===== config.mk =====
export PLATFORM = sky130hd
export DESIGN_NAME = tpc_timer_pwm_channel_unit
export DESIGN_NICKNAME = d
export VERILOG_FILES = /design/src/core/tpc_pkg.sv /design/src/core/tpc_channel.sv /design/src/core/tpc_timer_pwm_channel_unit.sv
export SDC_FILE = /design/constraint.sdc
export NUM_CORES = 1
export LEC_CHECK = 0
export BUFFER_PORTS_ARGS = -buffer_cell sky130_fd_sc_hd__buf_2
export CORE_ASPECT_RATIO = 1.75
export CORE_MARGIN = 2
export CORE_UTILIZATION = 30
export CTS_BUF_LIST = sky130_fd_sc_hd__clkbuf_16
export CTS_CLUSTER_SIZE = 12
export DETAILED_ROUTE_END_ITERATION = 6
export PLACE_DENSITY = 0.53
export SETUP_SLACK_MARGIN = 0.5
export SLEW_MARGIN = 40
export SYNTH_ARGS = -nofsm -noshare
export SYNTH_HDL_FRONTEND = slang
export SYNTH_SLANG_ARGS = --single-unit

===== constraint.sdc =====
create_clock -name clock -period 8.1 [get_ports clock]
set_input_delay 0.405 -clock clock [delete_from_list [all_inputs] [get_ports clock]]
set_output_delay 0.405 -clock clock [all_outputs]
set_load 0.005 [all_outputs]

===== src/core/tpc_pkg.sv =====
package tpc_pkg;

   // ****************************************
   // Codes and constants
   // ****************************************
   localparam logic [1:0] CLK_OFF = 2'h0;
   localparam logic [1:0] CLK_BUS = 2'h1;
   localparam logic [1:0] CLK_FIXED = 2'h2;
   localparam logic [1:0] CLK_EXT = 2'h3;
   localparam logic [15:0] COUNT_ZERO = 16'h0000;
   localparam logic [15:0] COUNT_MAX = 16'hffff;
   localparam logic [15:0] COUNT_ONE = 16'h0001;
   localparam int SIGN_BIT = 15;

   typedef enum {MODE_CAPTURE, MODE_COMPARE, MODE_EDGE_PWM, MODE_CENTER_PWM} tpc_mode_t;

   // ****************************************
   // Carriers
   // ****************************************
   typedef struct packed {
      logic modeSelB;
      logic modeSelA;
      logic edgeLevelSelectB;
      logic edgeLevelSelectA;
      logic channelIrqEnable;
   } tpc_chan_cfg_t;

   typedef struct packed {
      logic [7:0] data;
      logic high;
      logic low;
   } tpc_byte_wr_t;

   typedef struct packed {
      logic tick;
      logic wrap;
      logic reverse;
      logic stepDown;
      logic loadDue;
      logic [15:0] count;
      logic [15:0] nextCount;
      logic [15:0] modulus;
   } tpc_timebase_t;

   // ****************************************
   // State records and their reset values
   // ****************************************
   typedef struct packed {
      logic [15:0] count;
      logic countDown;
      logic [15:0] modulus;
      logic [15:0] modBuf;
      logic modHiSeen;
      logic modLoSeen;
      logic overflowFlag;
      logic overflowArmed;
      logic [15:0] countLatch;
      logic latched;
      logic firstHigh;
      logic [7:0] countByte;
   } tpc_timer_state_t;

   typedef struct packed {
      logic [15:0] value;
      logic [15:0] buffer;
      logic hiSeen;
      logic loSeen;
      logic pinOut;
      logic pinOe;
      logic pinPrev;
      logic flag;
      logic armed;
   } tpc_chan_state_t;

   localparam tpc_timer_state_t TIMER_RESET = '0;
   localparam tpc_chan_state_t CHAN_RESET = '0;

   function automatic tpc_mode_t decodeMode(input logic center_aligned_pwm, input tpc_chan_cfg_t c);
      if (center_aligned_pwm)
         return MODE_CENTER_PWM;
      else if (c.modeSelB)
         return MODE_EDGE_PWM;
      else if (c.modeSelA)
         return MODE_COMPARE;
      else
         return MODE_CAPTURE;
   endfunction

endpackage


===== src/core/tpc_channel.sv =====
`timescale 1ns/1ps
`default_nettype none
module tpc_channel (
   // Clock and reset.
   input wire logic clock,
   input wire logic reset,
   // Time base and configuration.
   input wire tpc_pkg::tpc_timebase_t timeBase,
   input wire logic centerAlignSelect,
   input wire tpc_pkg::tpc_chan_cfg_t cfg,
   // Software access.
   input wire logic ctrlWrite,
   input wire tpc_pkg::tpc_byte_wr_t valueWrite,
   input wire logic flagRead,
   input wire logic flagClear,
   // Pin.
   input wire logic pinIn,
   output logic pinOut,
   output logic pinOe,
   // Status.
   output logic [15:0] value,
   output logic channelFlag,
   output logic channelIrq
);
   tpc_pkg::tpc_chan_state_t st_r, st_nxt;
   tpc_pkg::tpc_mode_t mode;
   logic match, activeLevel, valueDead, edgeSeen, chanEvent, bufFull;

   assign mode = tpc_pkg::decodeMode(centerAlignSelect, cfg);

   always_comb
   begin
      st_nxt = st_r;
      // Compares look at the count being entered, so the pin flips as the counter arrives.
      match = timeBase.tick && timeBase.nextCount == st_r.value;
      activeLevel = !cfg.edgeLevelSelectA;
      valueDead = st_r.value == tpc_pkg::COUNT_ZERO || st_r.value[tpc_pkg::SIGN_BIT];
      edgeSeen = (cfg.edgeLevelSelectA && pinIn && !st_r.pinPrev)
         || (cfg.edgeLevelSelectB && !pinIn && st_r.pinPrev);
      bufFull = st_r.hiSeen && st_r.loSeen;
      chanEvent = 1'b0;
      st_nxt.pinPrev = pinIn;
      st_nxt.pinOe = mode != tpc_pkg::MODE_CAPTURE
         && !(mode == tpc_pkg::MODE_COMPARE && !cfg.edgeLevelSelectA && !cfg.edgeLevelSelectB);
      unique case (mode)
         tpc_pkg::MODE_CAPTURE, tpc_pkg::MODE_COMPARE:
         begin
            if (bufFull)
               st_nxt.value = st_r.buffer;
            if (mode == tpc_pkg::MODE_CAPTURE && edgeSeen)
            begin
               st_nxt.value = timeBase.count;
               chanEvent = 1'b1;
            end
            if (mode == tpc_pkg::MODE_COMPARE && match)
            begin
               chanEvent = 1'b1;
               if (cfg.edgeLevelSelectA && cfg.edgeLevelSelectB)
                  st_nxt.pinOut = 1'b1;
               else if (cfg.edgeLevelSelectB)
                  st_nxt.pinOut = 1'b0;
               else if (cfg.edgeLevelSelectA)
                  st_nxt.pinOut = !st_r.pinOut;
            end
         end
         tpc_pkg::MODE_EDGE_PWM:
         begin
            if (bufFull && timeBase.loadDue)
               st_nxt.value = st_r.buffer;
            if (timeBase.wrap)
               st_nxt.pinOut = activeLevel;
            if (match)
            begin
               st_nxt.pinOut = !activeLevel;
               chanEvent = 1'b1;
            end
         end
         tpc_pkg::MODE_CENTER_PWM:
         begin
            if (bufFull && timeBase.loadDue)
               st_nxt.value = st_r.buffer;
            if (match)
            begin
               st_nxt.pinOut = timeBase.stepDown ? activeLevel : !activeLevel;
               chanEvent = 1'b1;
            end
            if (timeBase.tick && valueDead)
               st_nxt.pinOut = !activeLevel;
            else if (timeBase.tick && st_r.value > timeBase.modulus)
               st_nxt.pinOut = activeLevel;
         end
      endcase
      if ((bufFull && mode inside {tpc_pkg::MODE_CAPTURE, tpc_pkg::MODE_COMPARE})
         || (bufFull && timeBase.loadDue))
      begin
         st_nxt.hiSeen = 1'b0;
         st_nxt.loSeen = 1'b0;
      end
      if (valueWrite.high)
      begin
         st_nxt.buffer[15:8] = valueWrite.data;
         st_nxt.hiSeen = 1'b1;
      end
      if (valueWrite.low)
      begin
         st_nxt.buffer[7:0] = valueWrite.data;
         st_nxt.loSeen = 1'b1;
      end
      if (ctrlWrite)
      begin
         st_nxt.hiSeen = 1'b0;
         st_nxt.loSeen = 1'b0;
      end
      // A new event outranks a pending clear so that it is never lost.
      if (chanEvent)
      begin
         st_nxt.flag = 1'b1;
         st_nxt.armed = 1'b0;
      end
      else if (flagClear && st_r.armed)
      begin
         st_nxt.flag = 1'b0;
         st_nxt.armed = 1'b0;
      end
      else if (flagRead && st_r.flag)
         st_nxt.armed = 1'b1;
   end

   always_ff @(posedge clock)
   begin
      if (reset)
         st_r <= tpc_pkg::CHAN_RESET;
      else
         st_r <= st_nxt;
   end

   assign pinOut = st_r.pinOut;
   assign pinOe = st_r.pinOe;
   assign value = st_r.value;
   assign channelFlag = st_r.flag;
   assign channelIrq = st_r.flag && cfg.channelIrqEnable;
endmodule
`default_nettype wire


===== src/core/tpc_timer_pwm_channel_unit.sv =====
// Function
// - Edge PWM uses plain up-count; other channels may capture or compare meanwhile.
// - Edge PWM: modulus sets period, channel value sets duty from overflow.
// - Edge PWM with polarity set: low at overflow, high at compare.
// - Edge PWM: value zero gives 0%, value above modulus gives 100%.
// - Edge PWM value bytes buffered, loaded when both written and count reaches zero.
// - Center PWM counts up zero to modulus and back; period twice modulus.
// - Center PWM active pulse lasts twice the channel value in timer ticks.
// - Center PWM: zero or negative value gives 0%; value above modulus 100%.
// - Center PWM polarity clear: up match drives low, down match drives high.
// - Center PWM modulus and value buffered, loaded at reversal; compare exempt.
// - Control writes discard pending modulus or channel value bytes.
// - Each flag with its enable set gives a level interrupt.
// - Flag clears by read while set then zero write; new event keeps it.
// - Up-count overflow flag sets on wrap from terminal count to zero.
// - Up/down overflow flag sets when counter turns down from modulus.
// - Capture edge select picks rising, falling, both or off; edge sets flag.
// - Output compare flag sets whenever a timer tick brings the counter to the channel value.
// - Edge PWM flag sets at compare match ending the active portion.
// - Center PWM flag sets at both compare matches of each cycle.
// - Modulus zero in up-count lets counter run through 0xffff.
// - After reset clock source is off; others are bus, fixed, external.
// - Writing either count byte clears counter and read coherency buffer.
`timescale 1ns/1ps
`default_nettype none
module tpc_timer_pwm_channel_unit #(
   parameter int CHANNELS = 2
) (
   // Clock and reset.
   input wire logic clock,
   input wire logic reset,
   // Timer configuration.
   input wire logic [1:0] clockSourceSelect,
   input wire logic centerAlignSelect,
   input wire logic overflowIrqEnable,
   input wire logic fixedClockTick,
   input wire logic externalClockTick,
   // Timer register access.
   input wire logic timerControlWrite,
   input wire tpc_pkg::tpc_byte_wr_t modulusWrite,
   input wire logic countWrite,
   input wire logic countReadHigh,
   input wire logic countReadLow,
   input wire logic overflowFlagRead,
   input wire logic overflowFlagClear,
   // Channel register access.
   input wire tpc_pkg::tpc_chan_cfg_t [CHANNELS-1:0] chanCfg,
   input wire logic [CHANNELS-1:0] chanControlWrite,
   input wire tpc_pkg::tpc_byte_wr_t [CHANNELS-1:0] chanValueWrite,
   input wire logic [CHANNELS-1:0] chanFlagRead,
   input wire logic [CHANNELS-1:0] chanFlagClear,
   // Channel pins.
   input wire logic [CHANNELS-1:0] chanPinIn,
   output logic [CHANNELS-1:0] chanPinOut,
   output logic [CHANNELS-1:0] chanPinOe,
   // Timer status.
   output logic [15:0] count,
   output logic [15:0] modulus,
   output logic [7:0] countReadByte,
   output logic overflowFlag,
   output logic overflowIrq,
   // Channel status.
   output logic [CHANNELS-1:0][15:0] chanValue,
   output logic [CHANNELS-1:0] chanFlag,
   output logic [CHANNELS-1:0] chanIrq
);

   // ****************************************
   // Parameter check
   // ****************************************
   if (CHANNELS < 1)
   begin : gCheck
      $error("CHANNELS must be at least one");
   end

   tpc_pkg::tpc_timer_state_t st_r, st_nxt;
   tpc_pkg::tpc_timebase_t timeBase;
   logic tick;
   logic [15:0] terminal;
   logic [15:0] readSource;
   logic readAny;

   // ****************************************
   // Counter, modulus and overflow flag
   // ****************************************
   always_comb
   begin
      st_nxt = st_r;
      // The clock source gate: off after reset, so nothing counts until chosen.
      unique case (clockSourceSelect)
         tpc_pkg::CLK_OFF: tick = 1'b0;
         tpc_pkg::CLK_BUS: tick = 1'b1;
         tpc_pkg::CLK_FIXED: tick = fixedClockTick;
         tpc_pkg::CLK_EXT: tick = externalClockTick;
      endcase
      // A count write in the same cycle outranks the tick.
      tick = tick && !countWrite;
      terminal = st_r.modulus == tpc_pkg::COUNT_ZERO ? tpc_pkg::COUNT_MAX : st_r.modulus;
      timeBase = '0;
      timeBase.tick = tick;
      timeBase.count = st_r.count;
      timeBase.modulus = st_r.modulus;
      if (centerAlignSelect)
      begin
         if (!st_r.countDown)
         begin
            if (st_r.count == st_r.modulus && st_r.modulus != tpc_pkg::COUNT_ZERO)
            begin
               timeBase.nextCount = st_r.count - tpc_pkg::COUNT_ONE;
               timeBase.stepDown = 1'b1;
               timeBase.reverse = tick;
            end
            else
               timeBase.nextCount = st_r.count + tpc_pkg::COUNT_ONE;
         end
         else if (st_r.count == tpc_pkg::COUNT_ZERO)
            timeBase.nextCount = tpc_pkg::COUNT_ONE;
         else
         begin
            timeBase.nextCount = st_r.count - tpc_pkg::COUNT_ONE;
            timeBase.stepDown = 1'b1;
         end
      end
      else if (st_r.count == terminal)
      begin
         timeBase.nextCount = tpc_pkg::COUNT_ZERO;
         timeBase.wrap = tick;
      end
      else
         timeBase.nextCount = st_r.count + tpc_pkg::COUNT_ONE;
      // One load strobe serves the modulus and every PWM channel, so they change together.
      timeBase.loadDue = timeBase.wrap || timeBase.reverse;

      if (countWrite)
      begin
         st_nxt.count = tpc_pkg::COUNT_ZERO;
         st_nxt.countDown = 1'b0;
      end
      else if (tick)
      begin
         st_nxt.count = timeBase.nextCount;
         st_nxt.countDown = timeBase.stepDown;
      end
      if (!centerAlignSelect)
         st_nxt.countDown = 1'b0;

      // Modulus bytes wait in the buffer until both are in and the period ends.
      if (st_r.modHiSeen && st_r.modLoSeen && timeBase.loadDue)
      begin
         st_nxt.modulus = st_r.modBuf;
         st_nxt.modHiSeen = 1'b0;
         st_nxt.modLoSeen = 1'b0;
      end
      if (modulusWrite.high)
      begin
         st_nxt.modBuf[15:8] = modulusWrite.data;
         st_nxt.modHiSeen = 1'b1;
      end
      if (modulusWrite.low)
      begin
         st_nxt.modBuf[7:0] = modulusWrite.data;
         st_nxt.modLoSeen = 1'b1;
      end
      if (timerControlWrite)
      begin
         st_nxt.modHiSeen = 1'b0;
         st_nxt.modLoSeen = 1'b0;
      end

      // An overflow in the clearing cycle keeps the flag set.
      if (timeBase.loadDue)
      begin
         st_nxt.overflowFlag = 1'b1;
         st_nxt.overflowArmed = 1'b0;
      end
      else if (overflowFlagClear && st_r.overflowArmed)
      begin
         st_nxt.overflowFlag = 1'b0;
         st_nxt.overflowArmed = 1'b0;
      end
      else if (overflowFlagRead && st_r.overflowFlag)
         st_nxt.overflowArmed = 1'b1;

      // ****************************************
      // Coherent count read
      // ****************************************
      // The first byte read freezes both; the other byte comes from that snapshot.
      readAny = countReadHigh || countReadLow;
      readSource = st_r.latched ? st_r.countLatch : st_r.count;
      if (readAny)
      begin
         st_nxt.countByte = countReadHigh ? readSource[15:8] : readSource[7:0];
         if (!st_r.latched)
         begin
            st_nxt.countLatch = st_r.count;
            st_nxt.latched = 1'b1;
            st_nxt.firstHigh = countReadHigh;
         end
         else if (countReadHigh != st_r.firstHigh)
            st_nxt.latched = 1'b0;
      end
      if (countWrite)
         st_nxt.latched = 1'b0;
   end

   always_ff @(posedge clock)
   begin
      if (reset)
         st_r <= tpc_pkg::TIMER_RESET;
      else
         st_r <= st_nxt;
   end

   assign count = st_r.count;
   assign modulus = st_r.modulus;
   assign countReadByte = st_r.countByte;
   assign overflowFlag = st_r.overflowFlag;
   assign overflowIrq = st_r.overflowFlag && overflowIrqEnable;

   // ****************************************
   // Channels
   // ****************************************
   for (genvar ch = 0; ch < CHANNELS; ch++)
   begin : gChan
      tpc_channel uChan (
         .clock(clock),
         .reset(reset),
         .timeBase(timeBase),
         .centerAlignSelect(centerAlignSelect),
         .cfg(chanCfg[ch]),
         .ctrlWrite(chanControlWrite[ch]),
         .valueWrite(chanValueWrite[ch]),
         .flagRead(chanFlagRead[ch]),
         .flagClear(chanFlagClear[ch]),
         .pinIn(chanPinIn[ch]),
         .pinOut(chanPinOut[ch]),
         .pinOe(chanPinOe[ch]),
         .value(chanValue[ch]),
         .channelFlag(chanFlag[ch]),
         .channelIrq(chanIrq[ch])
      );
   end
endmodule
`default_nettype wire


==> results.md <==
* Vias post-DR at 9,174
* Final wirelength at 37,100 µm
* Post-cts gate resize count at 0
* Final min period at 4800 ps
* I/O pin cnt at 144
* Placed instance area at 10,600 µm²
* Peak supply drop at 0.000146 V
* Initial antenna violation count at 0
* Synth Warn # at 0
* EDFF count, synth at 0
* Slew Limit Fails at 0
* Startpoint types: register
* Netlist cell types at 80
* Initial Utilization at 0.305
* Initial DRC Count at 665
* RSZ-0062 raised after global routing: no
* Port buffer count at 143
* Chip width at 143 µm
* Layout Nets at 1,356
* Flops & latches, synth at 157
* Layout cells sized above 1 at 0.186
* Cell mode on critical path: nor2_1
* DRC viols at 0
* Crit-path max cell delay at 860 ps
* Worst Tran Pin Value at 814 ps
* Setup Skew at 14.2 ps
* Max H-tree Level at 4
* Period utilisation layout at 0.592
* Final setup TNS at 0 ps
* Number of global-route vias before repair at 9,046
* Setup violations, final at 0
* MaxCap Viol Count at 0
* GRT Total Usage at 0.213
* Yosys top cell area share at 0.312
* First-pass GRT wire length at 56,000 µm
* Clk slew on worst S/H paths at 70 ps
* Primary FF master, synth: dfxtp_1
* Placer congestion estimate at 0.955
* Vias per std cell at 5.47
* TritonCTS clock tree: built
* Hold-fix buffers, CTS at 0
* Crit Path Max Fanout at 17
* CTS max path bufs at 2
* Avg Cell Area, Syn at 8.15 µm²
* Hold Vio Cnt, Final at 0
* Nets in the synthesized netlist at 1,334
* Post-Syn Area at 10,100 µm²
* Critical Path RT at 8450 ps
* ANT nets after route at 0
* Slew headroom at 0.442
* Routed wire per std cell at 22.1 µm
* Post-DP HPWL at 28,600 µm
* Post-synth top area cell: dfxtp_1
* Status: finished clean
* Pleak at 0.00497 µW
* Die H at 247 µm
* Area growth, synth to finish at 10.8%
* Asr flop ratio synth at 0
* Crit path DAT at 5150 ps
* Largest net degree at the start of global routing at 76
* Setup ws final at 3300 ps
* Clk_lat worst skew at 440 ps
* Global route overflow at 0
* CP Cell Sequence: inv_2 -> a2111oi_0 -> nand3_1 -> nor3_2 -> and2_1 -> nor2_1 -> mux2_2 -> a2111oi_2 -> and4b_1 -> a21o_1 -> nor2_1 -> a211oi_1
* Slowest CP cell: dfxtp_1
* Pwr Total at 1830 µW
* Worst min path class: input port to register
* Synthesized instance count at 1,237
* Fill count at 3,485
* PD cells at 164 nW/µm²
* Setup WS pre-CTS at 3290 ps
* FP Rows at 88
* Crit path kind: register to register
* N_diodes at 0
* Fin area at 11,200 µm²
* Hold Crit Start: chanControlWrite[0]
* Sink Count at 157
* RR Startpoint: count[3]
* Critical Path Sink Type: register
* Die Area at 35,200 µm²
* TritonCTS buffer count at 17
* Sequential share of the synthesized area at 0.312
* CORE AREA at 33,000 µm²
* Drt pass-1 iters at 7
* Top cells by area, synth: dfxtp_1 31%, mux2i_1 11%, buf_4 6.0%, nor2_1 5.2%, nand2_1 4.8%
* Setup Buffers After CTS at 0
* CP Launch Point: count[3]
* Util after Layout at 0.338
* Max frequency at 0.208 GHz
* CTS root buf: clkbuf_16
critical path, delay by kind of cell (launching register included):
kind,cells,cell delay (ps)
AND/OR/NAND/NOR,6,2000
buffers and inverters,1,200
flip-flops,1,860
AO/OA/AOI/OAI,4,1320
multiplexers,1,330
Yosys cell counts (3+ instances only):
cell,number
buf_1,7
buf_2,13
o31a_1,3
buf_4,80
nor3_1,25
a31oi_1,8
nor2b_1,28
a211o_1,7
nor4_1,13
a2111oi_2,4
nand4b_1,4
a211oi_1,53
o21a_1,8
a21o_1,9
nand2b_1,6
xnor2_1,19
and3_1,8
nand2_1,129
and3b_1,3
a21oi_1,80
inv_1,34
a41oi_1,4
dfxtp_1,157
and2_1,9
o22ai_1,3
mux2i_1,107
nand3b_1,3
xor2_1,10
nor4b_1,3
nand3_1,23
a2111oi_0,5
or3_1,9
o21ai_0,27
or2_2,6
nand4_1,19
and4_1,3
a21boi_0,3
ha_1,35
mux2_2,12
clkbuf_1,60
or4_1,4
o211ai_1,5
nor2_1,139
and4b_1,4
routing by layer:
metal,wire [µm],GRT usage,vias up
met3,1660,0.0360,124
met5,0,0,-
met4,2450,0.136,0
met2,18700,0.374,323
met1,14300,0.234,4380
li1,-,-,4347
kinds of logic (layout without fill, tap and decap cells):
| logic type | count (synthesis) | in the layout | synth area share |
|---|---|---|---|
| AOI/OAI and AO/OA | 243 | 243 | 0.165 |
| DFF | 157 | 157 | 0.312 |
| muxes | 121 | 121 | 0.124 |
| and+or+nand+nor | 450 | 450 | 0.218 |
| buffers and inverters | 198 | 233 | 0.105 |
| xor gates and xnor gates | 33 | 33 | 0.0329 |
| adders and majority gates | 35 | 35 | 0.0434 |
final cells by class:
cell class	count	area [µm²]	share of cell area
Clock inverter	15	185	0.0166
Multi-Input combinational cell	882	5890	0.527
Tap cell	405	507	0.0453
Sequential cell	157	3140	0.281
Clock buffer	17	425	0.0381
Timing Repair Buffer	163	880	0.0787
Inverter	38	143	0.0128
path summary, 6_finish.rpt:
| check | slack (ps) | endpoint | depth (start not counted) |
|---|---|---|---|
| max | 3300 | gChan[1].uChan.pinOut | 12 |
| min | 140 | gChan[0].uChan.st_r[5] | 2 |
| max reg2reg | 3300 | gChan[1].uChan.pinOut | 12 |
| min reg2reg | 450 | modulus[11] | 2 |
per-stage QoR:
step	std cells	hold slack (ps)
detailed placement	1645	447
global placement	1643	442
finish	1677	137
global route	1677	134
CTS	1677	112
floorplan	1237	431
cells in the final DEF, fill, tap and decap left out, types with 25 or more instances in the layout:
master	instances
nor3_1	25
nand2_1	129
ha_1	35
dfxtp_1	157
nor2b_1	28
mux2i_1	107
a21oi_1	78
a211oi_1	53
nor2_1	138
buf_2	142
inv_1	35
o21ai_0	27
registers in the layout, summed over array words and instances, names as in the netlist:
signal and cells:
overflowFlag 1, gChan.uChan.st_r 40, countReadByte 8, gChan.uChan.channelFlag 2
gChan.uChan.value 32, gChan.uChan.pinOe 2, st_r 38, count 16
modulus 16, gChan.uChan.pinOut 2
power breakdown:
group,switching (µW),leakage (µW),internal [µW]
sequential,25.1,0.00128,797
clock,345,0.000296,490
combinational,100,0.00340,73.1
total,471,0.00497,1360
Note: power is estimated with default switching activity, not from simulation.
